`config.mk`:
```
export PLATFORM = sky130hd
export DESIGN_NAME = acs_acquisition_settings_ctrl
export DESIGN_NICKNAME = d
export VERILOG_FILES = /design/src/acs_pkg.sv /design/src/acs_acquisition_settings_ctrl.sv /design/src/acs_pending_flag.sv
export SDC_FILE = /design/constraint.sdc
export NUM_CORES = 1
export LEC_CHECK = 0
export BUFFER_PORTS_ARGS = -buffer_cell sky130_fd_sc_hd__buf_4
export CAP_MARGIN = 20
export CORE_MARGIN = 1
export CORE_UTILIZATION = 46
export CTS_CLUSTER_SIZE = 14
export DETAILED_ROUTE_END_ITERATION = 6
export PLACE_DENSITY = 0.77
export SLEW_MARGIN = 10
export SYNTH_ARGS = -nofsm -noshare
export SYNTH_HDL_FRONTEND = slang
export SYNTH_SLANG_ARGS = --single-unit
```
`constraint.sdc`:
```
create_clock -name core_clk -period 1.25 [get_ports core_clk]
set_input_delay 0.25 -clock core_clk [delete_from_list [all_inputs] [get_ports core_clk]]
set_output_delay 0.25 -clock core_clk [all_outputs]
set_load 0.05 [all_outputs]
```
`src/acs_pkg.sv`:
```
package acs_pkg;

    // Register map
    localparam logic [7:0] ACS_ADDR_ACQ_SETTINGS = 8'h3E;
    localparam logic [7:0] ACS_ACQ_RESET = 8'h00;

    // Field positions inside acquisition_settings
    localparam int ACS_BIT_OVERRANGE_DIS = 7;
    localparam int ACS_BIT_AUTO_DOZE = 6;
    localparam int ACS_CHAIN_HI = 5;
    localparam int ACS_CHAIN_LO = 4;
    localparam int ACS_BIT_QUIET = 1;
    localparam int ACS_BW_HI = 2;
    localparam int ACS_BW_LO = 0;

    // Activity chaining codes
    localparam logic [1:0] ACS_CHAIN_DEFAULT = 2'h0;
    localparam logic [1:0] ACS_CHAIN_LINKED = 2'h1;
    localparam logic [1:0] ACS_CHAIN_LOOPED = 2'h2;

    // Cutoff codes: 200, 400, 800, 1600, 3200 Hz
    localparam logic [2:0] ACS_BW_200HZ = 3'h0;
    localparam logic [2:0] ACS_BW_3200HZ = 3'h4;

    // Which detector is armed while chained
    typedef enum logic [0:0] {
        ACS_WATCH_MOTION = 1'h0,
        ACS_WATCH_STILL = 1'h1
    } acs_link_e;

endpackage : acs_pkg
```
`src/acs_acquisition_settings_ctrl.sv`:
```
module acs_acquisition_settings_ctrl
    import acs_pkg::*;
(
    input wire logic core_clk,
    input wire logic rst_n,
    input wire logic [7:0] reg_addr,
    input wire logic reg_wr_en,
    input wire logic reg_rd_en,
    input wire logic [7:0] reg_wdata,
    output logic [7:0] reg_rdata_q,
    input wire logic status_rd,
    input wire logic motion_detect_enable,
    input wire logic stillness_detect_enable,
    input wire logic motion_event,
    input wire logic stillness_event,
    output logic motion_arm_q,
    output logic stillness_arm_q,
    output logic motion_pending_q,
    output logic stillness_pending_q,
    output logic wake_req_q,
    output logic [2:0] lpf_cutoff_sel_q,
    output logic quiet_mode_q,
    output logic overrange_dis_q
);

    // Effective chaining: unknown code or missing enable falls back to default
    function automatic logic [1:0] eff_chain(input logic [1:0] code, input logic both_en);
        if (!both_en) begin
            eff_chain = ACS_CHAIN_DEFAULT;
        end else if (code == ACS_CHAIN_LINKED || code == ACS_CHAIN_LOOPED) begin
            eff_chain = code;
        end else begin
            eff_chain = ACS_CHAIN_DEFAULT;
        end
    endfunction : eff_chain

    // Saturate undefined cutoff codes to the widest filter
    function automatic logic [2:0] sat_bw(input logic [2:0] code);
        sat_bw = (code > ACS_BW_3200HZ) ? ACS_BW_3200HZ : code;
    endfunction : sat_bw

    logic [7:0] acq_q, acq_d;
    logic [7:0] rdata_d;
    acs_link_e link_q, link_d;
    logic motion_arm_d, stillness_arm_d;
    logic wake_d;
    logic [2:0] cutoff_d;
    logic quiet_d, ovr_d;
    logic [1:0] chain_eff;
    logic chained, looped;
    logic motion_hit, still_hit;
    logic hit_ack;

    assign chain_eff = eff_chain(acq_q[ACS_CHAIN_HI:ACS_CHAIN_LO],
                                 motion_detect_enable & stillness_detect_enable);
    assign chained = (chain_eff != ACS_CHAIN_DEFAULT);
    assign looped = (chain_eff == ACS_CHAIN_LOOPED);
    // Only an armed detector can report
    assign motion_hit = motion_event & motion_arm_q;
    assign still_hit = stillness_event & stillness_arm_q;
    assign hit_ack = status_rd & ~looped;

    // Register access; reading has no side effect
    always_comb begin
        acq_d = acq_q;
        rdata_d = reg_rdata_q;
        if (reg_wr_en && reg_addr == ACS_ADDR_ACQ_SETTINGS) begin
            acq_d = reg_wdata;
        end
        if (reg_rd_en) begin
            rdata_d = (reg_addr == ACS_ADDR_ACQ_SETTINGS) ? acq_q : 8'h00;
        end
    end

    // Decoded settings held in flops for the analog side
    always_comb begin
        cutoff_d = sat_bw(acq_q[ACS_BW_HI:ACS_BW_LO]);
        quiet_d = acq_q[ACS_BIT_QUIET];
        ovr_d = acq_q[ACS_BIT_OVERRANGE_DIS];
    end

    always_ff @(posedge core_clk or negedge rst_n) begin
        if (!rst_n) begin
            acq_q <= ACS_ACQ_RESET;
            reg_rdata_q <= 8'h00;
            lpf_cutoff_sel_q <= ACS_BW_200HZ;
            quiet_mode_q <= 1'h0;
            overrange_dis_q <= 1'h0;
        end else begin
            acq_q <= acq_d;
            reg_rdata_q <= rdata_d;
            lpf_cutoff_sel_q <= cutoff_d;
            quiet_mode_q <= quiet_d;
            overrange_dis_q <= ovr_d;
        end
    end

    // Detector sequencing; chained modes start by watching for motion
    always_comb begin
        link_d = link_q;
        case (link_q)
            ACS_WATCH_MOTION: begin
                if (chained && motion_hit) begin
                    link_d = ACS_WATCH_STILL;
                end
            end
            ACS_WATCH_STILL: begin
                if (!chained) begin
                    link_d = ACS_WATCH_MOTION;
                end else if (still_hit) begin
                    link_d = ACS_WATCH_MOTION;
                end
            end
            default: begin
                link_d = ACS_WATCH_MOTION;
            end
        endcase
        if (chained) begin
            motion_arm_d = (link_d == ACS_WATCH_MOTION);
            stillness_arm_d = (link_d == ACS_WATCH_STILL);
        end else begin
            motion_arm_d = motion_detect_enable;
            stillness_arm_d = stillness_detect_enable;
        end
        // Auto-doze only counts when chained
        wake_d = still_hit & chained & acq_q[ACS_BIT_AUTO_DOZE];
    end

    always_ff @(posedge core_clk or negedge rst_n) begin
        if (!rst_n) begin
            link_q <= ACS_WATCH_MOTION;
            motion_arm_q <= 1'h0;
            stillness_arm_q <= 1'h0;
            wake_req_q <= 1'h0;
        end else begin
            link_q <= link_d;
            motion_arm_q <= motion_arm_d;
            stillness_arm_q <= stillness_arm_d;
            wake_req_q <= wake_d;
        end
    end

    // Looped mode acks in the cycle after the flag rises; host reads ack otherwise
    acs_pending_flag u_motion_flag (
        .core_clk(core_clk),
        .rst_n(rst_n),
        .set_evt(motion_hit),
        .host_ack(hit_ack),
        .auto_ack(looped),
        .flag_q(motion_pending_q)
    );

    acs_pending_flag u_still_flag (
        .core_clk(core_clk),
        .rst_n(rst_n),
        .set_evt(still_hit),
        .host_ack(hit_ack),
        .auto_ack(looped),
        .flag_q(stillness_pending_q)
    );
endmodule : acs_acquisition_settings_ctrl

```
`src/acs_pending_flag.sv`:
```
module acs_pending_flag
    import acs_pkg::*;
(
    input wire logic core_clk,
    input wire logic rst_n,
    input wire logic set_evt,
    input wire logic host_ack,
    input wire logic auto_ack,
    output logic flag_q
);

    logic flag_d;

    // A new event in the acknowledge cycle keeps the flag up
    always_comb begin
        flag_d = set_evt | (flag_q & ~(host_ack | auto_ack));
    end

    always_ff @(posedge core_clk or negedge rst_n) begin
        if (!rst_n) begin
            flag_q <= 1'h0;
        end else begin
            flag_q <= flag_d;
        end
    end

endmodule : acs_pending_flag

```
==> reports/qor.yml <==
status: "completed"
io_buffers: 42
antenna_cells: 0
worst_slack_ps: 51.54
ys_types: 21
antenna_found_initial: 0
synth_seq_cells: 27
rsz0062_at_grt: "false"
grt_max_degree: 28
clkSinkCount: 27
final_layout_size_suffix_gt1_share_pct: 44.53
wire_per_inst_um: 13.19
die_h_um: 49.80
cpMaxStageDelayCell: "dfrtp_1"
setup_viol: 0
start_util_pct: 50.97
ios: 43
worst_slew_margin_rel_pct: 78.28
coreArea_sq_um: 2062
hold_path.class: "input pin to flop"
syn_inst: 82
worstHoldPathCells: 2
rr_startpoint: "acq_q[4]"
cp.depth: 1
syn_avg_cell_area_sq_um: 12.82
fill_cells: 172
final_nets: 154
rrSetupSlack_ps: 140
critPathCaptureType: "primary output"
die_area_sq_um: 2480
clock_path_buffers: 2
path_cells: "buf_4"
grt_first_pass_wirelength_um: 3450
h-tree-depth: 1
vias: 786
layout_commonest_cell: "buf_4"
p_total_w: 0.001514
cts_tree: "yes"
max_cap_violations: 0
routed_via_density: 5.071
pre_cts_slack_ps: -70.51
cts_buffers: 3
seq_area_sq_um: 675.6
min-delay-start: "motion_detect_enable"
syn_area_sq_um: 1051
ys_warn_count: 0
drcViolationCount: 0
seq_area_frac_synth_pct: 64.29
hpwl_um: 1530
min_period_ps: 1198
fp.dieW_um: 49.80
cp_num_buf_inv: 1
clk_pin_slew_worst_paths_ps: 130
multiInputGateArea_sq_um: 326.6
fin_cells: 155
max_slew.worst_pin.slew_ps: 325.8
ff2ff_path_depth: 3
r2r-end: "motion_arm_q"
wl_um: 2044
clock_skew_ps: 1.021
required_ps: 1000
start_kind: "flop"
p_leak_nw: 0.7301
worstSkewPairLatency_ps: 320
overflow: 0
hold_end: "stillness_arm_q"
power.density_nw_per_um2: 1051
period_share_pct: 95.88
dp.cells: 150
crit_type: "flop to primary output"
track_usage_pct: 19.05
drt_iter0_markers: 3
worstPathMaxFanout: 4
layout_common_cells: "44 x buf_4, 27 x dfrtp_1, 10 x inv_1"
area_growth_pct: 37.02
rows: 16
hold_viol: 0
grt_pass1_vias: 777
syn_nets: 107
arrival_ps: 950
gp_congestion: 0.7829
peakVddDrop_mv: 0.6073
dr.pass1.iters: 4
post_cts_resized: 0
critPathTopFamily: "flip-flops"
ant_nets: 0
report.final.slew_viol_count: 0
fmax_ghz: 0.8344
cts_root_buf: "clkbuf_4"
crit_path_max_incr_delay_ps: 430
[synthesized netlist by cell type]
| master | count | area share, % |
|---|---|---|
| nor2_1 | 2 | 0.71 |
| and4_1 | 1 | 0.83 |
| and3b_1 | 1 | 0.83 |
| o21ai_0 | 8 | 3.8 |
| nand3_1 | 2 | 0.95 |
| nand2_1 | 1 | 0.36 |
| o21a_1 | 1 | 0.71 |
| nand3_4 | 1 | 1.7 |
| nor2b_1 | 2 | 1.2 |
| a22o_1 | 2 | 1.7 |
| a31oi_1 | 1 | 0.60 |
| nand4_1 | 8 | 4.8 |
| clkbuf_1 | 2 | 0.71 |
| a21oi_1 | 1 | 0.48 |
| mux2_2 | 8 | 8.6 |
| buf_1 | 1 | 0.36 |
| inv_1 | 10 | 3.6 |
| a41oi_1 | 1 | 0.83 |
| nor4b_4 | 1 | 2.3 |
| dfrtp_1 | 27 | 64 |
| xor2_1 | 1 | 0.83 |
[state kept, by name, indices dropped and copies added (netlist names)]
| name | flops |
|---|---|
| acq_q | 8 |
| link_q | 1 |
| lpf_cutoff_sel_q | 3 |
| motion_arm_q | 1 |
| overrange_dis_q | 1 |
| quiet_mode_q | 1 |
| reg_rdata_q | 8 |
| stillness_arm_q | 1 |
| u_motion_flag.flag_q | 1 |
| u_still_flag.flag_q | 1 |
| wake_req_q | 1 |
[metal layers]
metal	part of all wire (%)	GRT usage [%]	routed length [um]
met1	43	22.97	884
met2	50	32.66	1024
met3	5.0	2.778	103
met4	1.5	10.00	31
met5	0	0	0
[worst max-delay path by stage]
stage                    startpoint  slack [ps]         endpoint
CTS                 stillness_arm_q          40  stillness_arm_q
detailed placement      reg_addr[7]         -70         acq_q[7]
global placement        reg_addr[7]         -40         acq_q[5]
floorplan               reg_addr[7]         -50         acq_q[0]
finish              stillness_arm_q          50  stillness_arm_q
global route           motion_arm_q          20     motion_arm_q
[cell type report]
class | count | share of cell area [%]
Clock buffer | 4 | 1.825
Inverter | 10 | 2.606
Multi-Input combinational cell | 42 | 22.68
Sequential cell | 27 | 46.92
Tap cell | 27 | 2.346
Timing Repair Buffer | 45 | 23.63
[metrics by stage]
step / util, % / instance area (sq um) / hold slack, ps / TNS (ps)
floorplan: - / 1051 / -45.59 / -409.1
global placement: 68.08 / 1404 / 169.8 / -279.8
detailed placement: 68.08 / 1404 / 179.1 / -507.9
CTS: 69.84 / 1440 / 108.4 / 0
global route: 69.84 / 1440 / 112.0 / 0
finish: 69.84 / 1440 / 116.7 / 0
[kinds of logic (layout without fill, tap and decap cells)]
family / count (synthesis) / after routing / synth area share [%]
compound gates: 14 / 14 / 8.096
xor+xnor: 1 / 1 / 0.8335
buf+inv: 13 / 59 / 4.643
flops: 27 / 27 / 64.29
mux: 8 / 8 / 8.572
simple gates: 19 / 19 / 13.57
[power by group]
group | internal (W) | total, W | switching, W
registers | 0.000902 | 0.000922 | 0.0000193
clock network | 0.000125 | 0.000369 | 0.000244
logic | 0.0000979 | 0.000223 | 0.000125
[repair_timing]
action	CTS	global route
hold buffers	1	0
hold endpoints to repair	27	0
setup buffers	0	0
Note: power is estimated with default switching activity, not from simulation.
